===== config.mk =====
export PLATFORM = sky130hd
export DESIGN_NAME = ecph_port
export DESIGN_NICKNAME = d
export VERILOG_FILES = /design/src/include/ecph_pkg.sv /design/src/rtl/ecph_port.sv
export VERILOG_INCLUDE_DIRS = /design/src /design/src/include
export SDC_FILE = /design/constraint.sdc
export NUM_CORES = 1
export LEC_CHECK = 0
export ABC_AREA = 1
export BUFFER_PORTS_ARGS = -buffer_cell sky130_fd_sc_hd__buf_2
export CELL_PAD_IN_SITES_DETAIL_PLACEMENT = 1
export CELL_PAD_IN_SITES_GLOBAL_PLACEMENT = 1
export CORE_MARGIN = 4
export CORE_UTILIZATION = 37
export CTS_CLUSTER_SIZE = 25
export DETAILED_ROUTE_END_ITERATION = 10
export GPL_ROUTABILITY_DRIVEN = 1
export GPL_TIMING_DRIVEN = 0
export PLACE_DENSITY = 0.88
export SKIP_LAST_GASP = 1
export SLEW_MARGIN = 10
export SYNTH_ARGS = -nofsm -noshare
export SYNTH_HDL_FRONTEND = slang
export SYNTH_SLANG_ARGS = --single-unit

===== constraint.sdc =====
create_clock -name ref_clk -period 1.9 [get_ports ref_clk]
set_clock_uncertainty 0.15 [all_clocks]
set_input_delay 0.19 -clock ref_clk [delete_from_list [all_inputs] [get_ports ref_clk]]
set_output_delay 0.19 -clock ref_clk [all_outputs]
set_load 0.01 [all_outputs]

===== src/include/ecph_map.svh =====
/*
 * constants of the host-side handshake port: mode codes, timing figures
 * and cycle counts. assumes a 10 MHz ref_clk.
 */
// Summary of operation
// - In FIFO forward mode the next byte starts on the busy line alone and the acknowledge line is ignored.
// - FIFO forward mode can keep up near 500 Kbps when fed steadily.
// - In forward idle the host keeps its strobe high while the peripheral keeps its handshake low.
// - Forward transfers start only from forward idle.
// - The host drops its strobe only after the peripheral has dropped its handshake line; in FIFO mode the code may drop it while busy is still high.
// - Data is stable for a setup interval before the host strobe falls.
// - In enhanced mode, after the strobe falls the peripheral raises its handshake and the host then raises its strobe; in FIFO mode the host does not wait for it.
// - In reverse idle the peripheral strobe is high and the host handshake is low.
// - Reverse transfers start only from reverse idle, with the host handshake low after each byte.
// - The host raises its handshake, the peripheral raises its strobe, and the host drops its handshake after capture.
// - The host handshake changes 80 to 200 ns after each peripheral strobe edge; the code takes 300 to 400 ns, longer while stalled.
// - The host stalls reverse transfers by holding its handshake low when it has no room.
// - Entering the enhanced mode switches critical outputs from open-collector to totem-pole without glitches.
`ifndef ECPH_MAP_SVH
`define ECPH_MAP_SVH

`define ECPH_MODE_W        3
`define ECPH_MODE_COMPAT   3'h0
`define ECPH_MODE_FIFO     3'h5
`define ECPH_MODE_ENH      3'h3
`define ECPH_CLK_NS        100
`define ECPH_SETUP_NS      200
`define ECPH_SETUP_CYC     ((`ECPH_SETUP_NS + `ECPH_CLK_NS - 1) / `ECPH_CLK_NS)
`define ECPH_ACK_MIN_NS    80
`define ECPH_ACK_MAX_NS    200
`define ECPH_ACK_MIN_CYC   ((`ECPH_ACK_MIN_NS + `ECPH_CLK_NS - 1) / `ECPH_CLK_NS)
`define ECPH_FIFO_BIT_KBPS 500

`endif


===== src/include/ecph_pkg.sv =====
/*
 * types of the host-side handshake port.
 * assumes ecph_map.svh is on the include path.
 */
package ecph_pkg;
	typedef enum logic [2:0] {
		ECPH_FWD_IDLE  = 3'b000,
		ECPH_FWD_SETUP = 3'b001,
		ECPH_FWD_LOW   = 3'b010,
		ECPH_FWD_HIGH  = 3'b011,
		ECPH_REV_IDLE  = 3'b100,
		ECPH_REV_WAIT  = 3'b101,
		ECPH_REV_ACK   = 3'b110
	} ecph_state_e;
	typedef logic [7:0] ecph_byte_t;
endpackage


===== src/rtl/ecph_port.sv =====
/*
 * host end of the enhanced parallel handshake: forward and reverse byte
 * transfers, fifo-mode forward pacing and the open-collector/totem-pole
 * driver switch. assumes the peripheral lines are synchronous-capable
 * inputs and the board resolves pins from the output enables.
 */
`timescale 1ns/10ps
`default_nettype none
`include "ecph_map.svh"

module ecph_port #(
	parameter int SETUP_CYC = `ECPH_SETUP_CYC,
	parameter int ACK_CYC   = `ECPH_ACK_MIN_CYC
) (
	// clock and reset
	input  wire logic              ref_clk,
	input  wire logic              resetn,
	// mode and direction
	input  wire logic [2:0]        mode,
	input  wire logic              reverse_dir,
	// user forward byte stream
	input  wire logic              tx_valid,
	output logic                   tx_ready,
	input  wire ecph_pkg::ecph_byte_t tx_data,
	// user reverse byte stream
	output logic                   rx_valid,
	input  wire logic              rx_ready,
	output ecph_pkg::ecph_byte_t   rx_data,
	output logic                   reverse_request,
	// data pins
	input  wire logic [7:0]        data_in,
	output logic [7:0]             data_out,
	output logic [7:0]             data_oe,
	// host strobe pin
	input  wire logic              strobe_pin_in,
	output logic                   strobe_pin_out,
	output logic                   strobe_pin_oe,
	// host handshake pin
	input  wire logic              autofeed_pin_in,
	output logic                   autofeed_pin_out,
	output logic                   autofeed_pin_oe,
	// peripheral lines
	input  wire logic              peripheral_handshake_line,
	input  wire logic              acknowledge_pin,
	input  wire logic              fault_pin
);
	import ecph_pkg::*;

	ecph_state_e state;
	ecph_state_e next_state;
	logic [2:0]  busy_sync;
	logic [2:0]  ack_sync;
	logic [1:0]  fault_sync;
	logic [7:0]  cnt;
	logic        host_strobe_line;
	logic        host_handshake_line;
	logic        totem;
	ecph_byte_t  tx_hold;

	// first stage feeds only the second; the third holds the previous value
	always_ff @(posedge ref_clk or negedge resetn) begin
		if (!resetn) begin
			busy_sync  <= 3'h0;
			ack_sync   <= 3'h7;
			fault_sync <= 2'h3;
		end else begin
			busy_sync  <= {busy_sync[1:0], peripheral_handshake_line};
			ack_sync   <= {ack_sync[1:0], acknowledge_pin};
			fault_sync <= {fault_sync[0], fault_pin};
		end
	end

	wire busy       = busy_sync[1];
	wire peripheral_strobe_line = ack_sync[1];
	wire strobe_rise = ack_sync[1] & ~ack_sync[2];
	wire strobe_fall = ~ack_sync[1] & ack_sync[2];
	wire fifo_mode  = (mode == `ECPH_MODE_FIFO);
	wire enh_mode   = (mode == `ECPH_MODE_ENH);
	wire cnt_done   = (cnt == 8'h00);
	wire rx_room    = ~rx_valid | rx_ready;
	// fifo mode never looks at the peripheral acknowledge line
	wire fwd_go     = tx_valid & ~busy;
	wire fwd_take   = fifo_mode ? ~busy : busy;

	always_comb begin
		next_state = state;
		unique case (state)
			ECPH_FWD_IDLE:
				if (reverse_dir && enh_mode)
					next_state = ECPH_REV_IDLE;
				else if (fwd_go && (fifo_mode || enh_mode))
					next_state = ECPH_FWD_SETUP;
			ECPH_FWD_SETUP:
				if (cnt_done)
					next_state = ECPH_FWD_LOW;
			ECPH_FWD_LOW:
				if (fwd_take)
					next_state = ECPH_FWD_HIGH;
			ECPH_FWD_HIGH:
				if (fifo_mode || !busy)
					next_state = ECPH_FWD_IDLE;
			ECPH_REV_IDLE:
				if (!reverse_dir)
					next_state = ECPH_FWD_IDLE;
				else if (strobe_fall)
					next_state = ECPH_REV_WAIT;
			ECPH_REV_WAIT:
				if (cnt_done && rx_room)
					next_state = ECPH_REV_ACK;
			ECPH_REV_ACK:
				if (cnt_done && peripheral_strobe_line && !strobe_rise)
					next_state = ECPH_REV_IDLE;
			default:
				next_state = ECPH_FWD_IDLE;
		endcase
	end

	// delay counter reloads on entry to the setup state and on each strobe edge
	wire [7:0] next_cnt =
		(state == ECPH_FWD_IDLE && next_state == ECPH_FWD_SETUP) ? 8'(SETUP_CYC - 1) :
		(strobe_fall || strobe_rise) ? 8'(ACK_CYC - 1) :
		cnt_done ? 8'h00 : cnt - 8'h01;

	always_ff @(posedge ref_clk or negedge resetn) begin
		if (!resetn) begin
			state <= ECPH_FWD_IDLE;
			cnt   <= 8'h00;
		end else begin
			state <= next_state;
			cnt   <= next_cnt;
		end
	end

	// latch the byte when accepted so data stays stable through the strobe
	assign tx_ready = (state == ECPH_FWD_IDLE) & fwd_go & (fifo_mode | enh_mode) & ~reverse_dir;
	always_ff @(posedge ref_clk or negedge resetn) begin
		if (!resetn)
			tx_hold <= 8'h00;
		else if (tx_ready)
			tx_hold <= tx_data;
	end

	// capture on the peripheral strobe fall; setup is the peripheral's duty
	always_ff @(posedge ref_clk or negedge resetn) begin
		if (!resetn) begin
			rx_valid <= 1'b0;
			rx_data  <= 8'h00;
		end else if (state == ECPH_REV_IDLE && next_state == ECPH_REV_WAIT) begin
			rx_valid <= 1'b1;
			rx_data  <= data_in;
		end else if (rx_ready) begin
			rx_valid <= 1'b0;
		end
	end

	always_ff @(posedge ref_clk or negedge resetn) begin
		if (!resetn) begin
			host_strobe_line    <= 1'b1;
			host_handshake_line <= 1'b0;
			reverse_request     <= 1'b0;
		end else begin
			// strobe high in idle, low only for the low phase
			host_strobe_line    <= (next_state != ECPH_FWD_LOW);
			// handshake high only while acknowledging; low stalls the peripheral
			host_handshake_line <= (next_state == ECPH_REV_ACK);
			// fault line is low-true; tolerated at any time, only reported
			reverse_request     <= ~fault_sync[1];
		end
	end

	// driver mode changes only while the strobe rests high, so no pin glitches
	always_ff @(posedge ref_clk or negedge resetn) begin
		if (!resetn)
			totem <= 1'b0;
		else if (host_strobe_line && (state == ECPH_FWD_IDLE))
			totem <= enh_mode | fifo_mode;
	end

	wire rev_side = (state == ECPH_REV_IDLE) | (state == ECPH_REV_WAIT) |
		(state == ECPH_REV_ACK);

	// open-collector drives only low; totem-pole drives both levels
	assign data_out         = tx_hold;
	assign data_oe          = rev_side ? 8'h00 : (totem ? 8'hff : ~tx_hold);
	assign strobe_pin_out   = host_strobe_line;
	assign strobe_pin_oe    = totem | ~host_strobe_line;
	assign autofeed_pin_out = host_handshake_line;
	assign autofeed_pin_oe  = totem | ~host_handshake_line;

	wire unused_ok = strobe_pin_in ^ autofeed_pin_in;
endmodule // ecph_port

`default_nettype wire


-- Word level (Yosys, flattened, before mapping)
Cells that the tools add are included.
- equality and inequality tests: 12
- add/subtract/negate cells: 1
- reduce and logical (&&, ||, !) cells: 16
- bitwise operators: 21
- muxes and demuxes: 18
- operators by type and width (cell ; number):
    8-bit 2-to-1 mux ; 5
    3-bit 2-to-1 mux ; 9
    3-bit case mux with 7 select lines ; 1
    3-bit equality test (second input constant) ; 6
    3-bit by 2-bit equality test with 1-bit output (second input constant) ; 3
    1-bit logical AND ; 8
    8-bit zero test ; 1
    1-bit inverter ; 8
    8-bit inverter ; 1
    8-bit by 1-bit subtractor with 8-bit output (second input constant) ; 1
    1-bit bitwise AND ; 6
    3-bit by 1-bit equality test with 1-bit output (second input constant) ; 2
    1-bit bitwise OR ; 6
    3-bit zero test ; 1
    1-bit logical OR ; 3
    1-bit 2-to-1 mux ; 3
    3-bit by 2-bit inequality test with 1-bit output (second input constant) ; 1
    1-bit zero test ; 2
    2-bit nonzero test ; 1
- bits in registers: 39
- logic and storage cells: 80
- output and inout bits: 31
- bits of input ports: 29

-- Depth between registers and ports, before layout
- depth after elaboration: 9
- gate-level depth with buffers: 9
- mapped depth without buffers: 9

-- Worst setup path before layout
Ideal clock, no wire load.
- kind: reg2reg
- start point: register ack_sync[1]
- end point: register rx_data[0]
- required time: 1.625 ns
- setup time: 0.125 ns
- period minus slack after synthesis: 1.542 ns
- slack: 0.358 ns
- arrival: 1.268 ns
- buffers on the path: 0
- cell stages (with the launch flop): 5
- cell sequence: dfstp_2 -> inv_1 -> ha_1 -> nand4_4 -> mux2_2
- longest elaborated chain between the ends: 7
- elaborated cells on any way between the ends: 12
- those cells by class: eq/ne (1); mux (4); bitwise (3); reduce/logical (4)
- RTL lines (what ; RTL line ; text):
    from (decl) ; ecph_port.sv:52 ; logic [2:0] ack_sync;
    from (signal assigned) ; ecph_port.sv:68 ; ack_sync <= {ack_sync[1:0], acknowledge_pin};
    1-bit inverter or 1-bit bitwise AND (tied branches) ; ecph_port.sv:76, ecph_port.sv:75 ;
    1-bit bitwise AND or 1-bit zero test (tied branches) ; ecph_port.sv:76, ecph_port.sv:111 ;
    3-bit 2-to-1 mux or 1-bit logical AND (tied branches) ; ecph_port.sv:105, ecph_port.sv:111 ;
    3-bit 2-to-1 mux (on tied branches) ; ecph_port.sv:103, ecph_port.sv:111 ;
    3-bit case mux with 7 select lines * ; ecph_port.sv:87 ; unique case (state)
    3-bit equality test * ; ecph_port.sv:148 ; end else if (state == ECPH_REV_IDLE && next_state == ECPH_REV_WAIT) begin
    1-bit logical AND * ; ecph_port.sv:148 ;
    to (signal assigned) ; ecph_port.sv:150 ; rx_data <= data_in;
    to (decl) ; ecph_port.sv:28 ; output ecph_pkg::ecph_byte_t rx_data,
Mark *: on every way between the ends. The rest lies on a longest branch, timed or not.
A chain may end at the register's enable or synchronous reset.

-- Worst setup path in the final report
- start point: register state[1]
- end point: output tx_ready
- longest elaborated chain between the ends: 4
- RTL lines (what ; RTL line ; text):
    from (decl) ; ecph_port.sv:49 ; ecph_state_e state;
    from (signal assigned) ; ecph_port.sv:129 ; state <= next_state;
    3-bit zero test ; ecph_port.sv:135 ; assign tx_ready = (state == ECPH_FWD_IDLE) & fwd_go & (fifo_mode | enh_mode) & ~reverse_dir;
    1-bit bitwise AND (3 in series) ; ecph_port.sv:135 ;
    to (decl) ; ecph_port.sv:23 ; output logic tx_ready,
Every way passes these cells.

==> summary.md <==
| Metric | Value |
|---|---|
| GRT Total Usage | 17.4% |
| Clock power share | 14.9% |
| H-tree Lvls | 2 |
| Register bit total from synthesis | 39 |
| Die W | just under 80 um |
| Gr ovfl total | 0 |
| Routed len/inst | 13.9 um |
| Global-route wire length before repair | 8450 um |
| Buffers & Inverters on Critical Path | 2 |
| Iteration-0 DRC Markers | 42 |
| CP max stage delay | 0.44 ns |
| Die Area | 6300 um2 |
| Antenna violations before repair | 0 |
| R2R setup slack | 0.23 ns |
| DRT antenna net count | 0 |
| Status | complete, no violations |
| Worst path cell trace | nor2_4, nand2_4, nor3_4, nand3_4, clkinv_4, buf_2 |
| DP Area | 2250 um2 |
| Final net count | 327 |
| Worst hold slack | 0.0382 ns |
| Synth unique cells | 28 |
| Met1 wire length | 1880 um |
| Design Power | 3.58 mW |
| Rel. slew slack | 45.3% |
| Post-synthesis average cell area | approximately 9.1 um2 |
| R2R cell count | 4 |
| GPL Wtd Cong | 0.804 |
| Yosys Warn Count | 0 |
| Hold Path Cell Cnt | 4 |
| Total Wirelength | 5020 um |
| Number of antenna diodes | 0 |
| Vias in the first global route | 1,792 |
| # setup viols final | 0 |
| P&R area growth vs syn | 36.0% |
| Min cycle time layout | 1.82 ns |
| Syn Nets | 240 |
| Finished Core Util | about 53% |
| Max-cap violations | 0 |
| Critical-path top delay cell | dfrtp_2 |
| Final worst-path cycle share | 95.6% |
| Worst Hold End | rx_valid |
| Die Y | 79.4 um |
| Crit path from | state[1] |
| Cell family with most CP delay | simple AND/OR/NAND/NOR gates |
| Hold Fails Final Rpt | 0 |
| CTS buffer count | 5 |
| RSZ-0062 raised after global routing | false |
| Max Used Layer | met4 |
| CP Launch Type | register |
| Post-synthesis sequential area ratio | 52.2% |
| Final TNS setup | 0 ns |
| Slew @ Worst Pin | 0.821 ns |
| Sw frac | 42.2% |
| Vias/cell | approximately 4.5 |
| Io pins | 60 |
| Dpl hpwl | 3470 um |
| Slew Limit Fails | 0 |
| Port-buffer cells | 57 |
| Seq pwr share | about 37% |
| Pre-Repair DR Iteration Count | 4 |
| Met2 Wirelength | 2850 um |
| Switching pwr | 1.51 mW |
| Worst r2r dst | rx_data[0] |
| Std cell rows | 25 |
| Highest clock rate | 551 MHz |
| CTS tree | built |
| Worst EP arrival | 1.48 ns |
| Clk slew on worst S/H paths | ~0.080 ns |
| Hold WC Path Type | input port to register |
| Crit-path max FO | 9 |
| HP Start | rx_ready |
| Wire length on met3 | 188 um |
| Critical path endpoint category | primary output |
| Max VDD drop | 526 uV |
| Design area | 2560 um2 |
| Initial Util | 39.1% |
| Largest net degree at the start of global routing | 40 |
| Via count | 1,631 |
| # DRC | 0 |
| Pwr Density | approximately 1400 nW/um2 |
| Internal power | slightly above 2 mW |
| Clock Latency Late Sink | 0.30 ns |
| Mapped cell area | between 1500 and 2000 um2 |
| R2r startpoint | ack_sync[1] |
| Syn Inst Count | 207 |
| Core area | 4820 um2 |
| Comb pwr share | a little under 50% |
| Crit Path Class | register to primary output |
| WP data required | roughly 1.6 ns |
| Leakage | approximately 1.4 nW |
| Max clock buf depth | 2 |
| Clock Sink Count | 39 |
| Clock tree root driver cell | clkbuf_8 |
| Share of post-route cells with drive strength above 1 | 34.2% |
-- cell usage after synthesis (all sizes together) --
master,instances,share of area (%)
xnor2,1,0.46
nand2,71,15
inv,30,6.0
dfstp,6,8.4
a21oi,4,1.3
nand4,2,1.5
mux2,9,5.4
dfrtp,33,44
clkinv,2,0.66
nor2,22,5.4
or2,1,0.33
ha,4,2.7
xor2,3,1.4
nor3,5,2.5
nand3,12,4.5
o21ai,2,1.1
-- placed cells by master, fill, tap and decap left out, types with 3 or more instances in the layout --
master and instances:
xor2_1 3, nand2_1 69, dfstp_2 6, nand3_1 10, ha_1 4, a21oi_1 3
inv_1 28, dlygate4sd3_1 20, dfrtp_1 31, nor2_1 18, clkbuf_8 5, buf_2 57
mux2_2 9, buf_4 3
-- worst register-to-register path, cell delays in order, from the launching register on --
cell and delay, ns:
dfstp_2 0.55, inv_1 0.06, ha_1 0.23, nand4_4 0.19, mux2_2 0.39
-- flip-flops by register name (all words and copies together), names as in the netlist --
signal	count
ack_sync	3
autofeed_pin_out	1
busy_sync	2
cnt	8
data_out	8
fault_sync	2
reverse_request	1
rx_data	8
rx_valid	1
state	3
strobe_pin_out	1
totem	1
-- area by class of cell --
cell class	instances	area [um2]
Fill cell	604	2250
Sequential cell	39	986
Multi-Input combinational cell	136	776
Timing Repair Buffer	80	508
Inverter	32	128
Tap cell	67	83.8
Clock buffer	7	76.3
Clock inverter	1	5.00
-- layer usage --
layer / vias to the layer above / track usage, %
li1: 811 / -
met1: 775 / 18.1
met2: 36 / 33.9
met3: 9 / 4.31
met4: 0 / 5.50
met5: - / 0
-- through the flow --
stage | std cells | setup slack (ns)
after floorplan | 207 | 0.358
after global placement | 331 | 0.260
after detailed placement | 331 | 0.222
after CTS | 359 | 0.00294
after global routing | 362 | 0.00112
final | 362 | 0.0835
-- what timing repair did --
item / 4_1_cts / 5_1_grt
gates resized for setup: 0 / 3
cloned: 0 / 0
hold endpoints to repair: 51 / 1
hold buffers: 19 / 1
buffers inserted: 1 / 2
pin swaps: 1 / 1
setup endpoints to repair: 1 / 2
-- kinds of logic (layout without fill, tap and decap cells) --
kind of cell / Yosys count / count (layout) / synth area share (%)
muxes: 9 / 9 / 5.38
xor gates and xnor gates: 4 / 4 / 1.86
DFF: 39 / 39 / 52.2
adders and majority gates: 4 / 4 / 2.66
buffers and inverters: 32 / 120 / 6.64
and+or+nand+nor: 113 / 113 / 28.9
AOI/OAI and AO/OA: 6 / 6 / 2.39
-- worst max-delay path by stage --
stage	depth (start not counted)	to	slack [ns]
5_1_grt	6	tx_ready	0.001
6_report	6	tx_ready	0.08
4_1_cts	6	tx_ready	0.003
3_3_place_gp	6	tx_ready	0.26
2_1_floorplan	4	rx_data[0]	0.36
3_5_place_dp	9	strobe_pin_out	0.22
-- power groups by stage --
stage	clock [mW]	sequential (mW)	combinational (mW)
global route	0.588	1.35	1.97
CTS	0.549	1.30	1.72
global placement	0	1.30	1.58
finish	0.534	1.31	1.74
detailed placement	0	1.31	1.66
floorplan	0	1.37	1.00
Power figures use the tool's default switching activity.
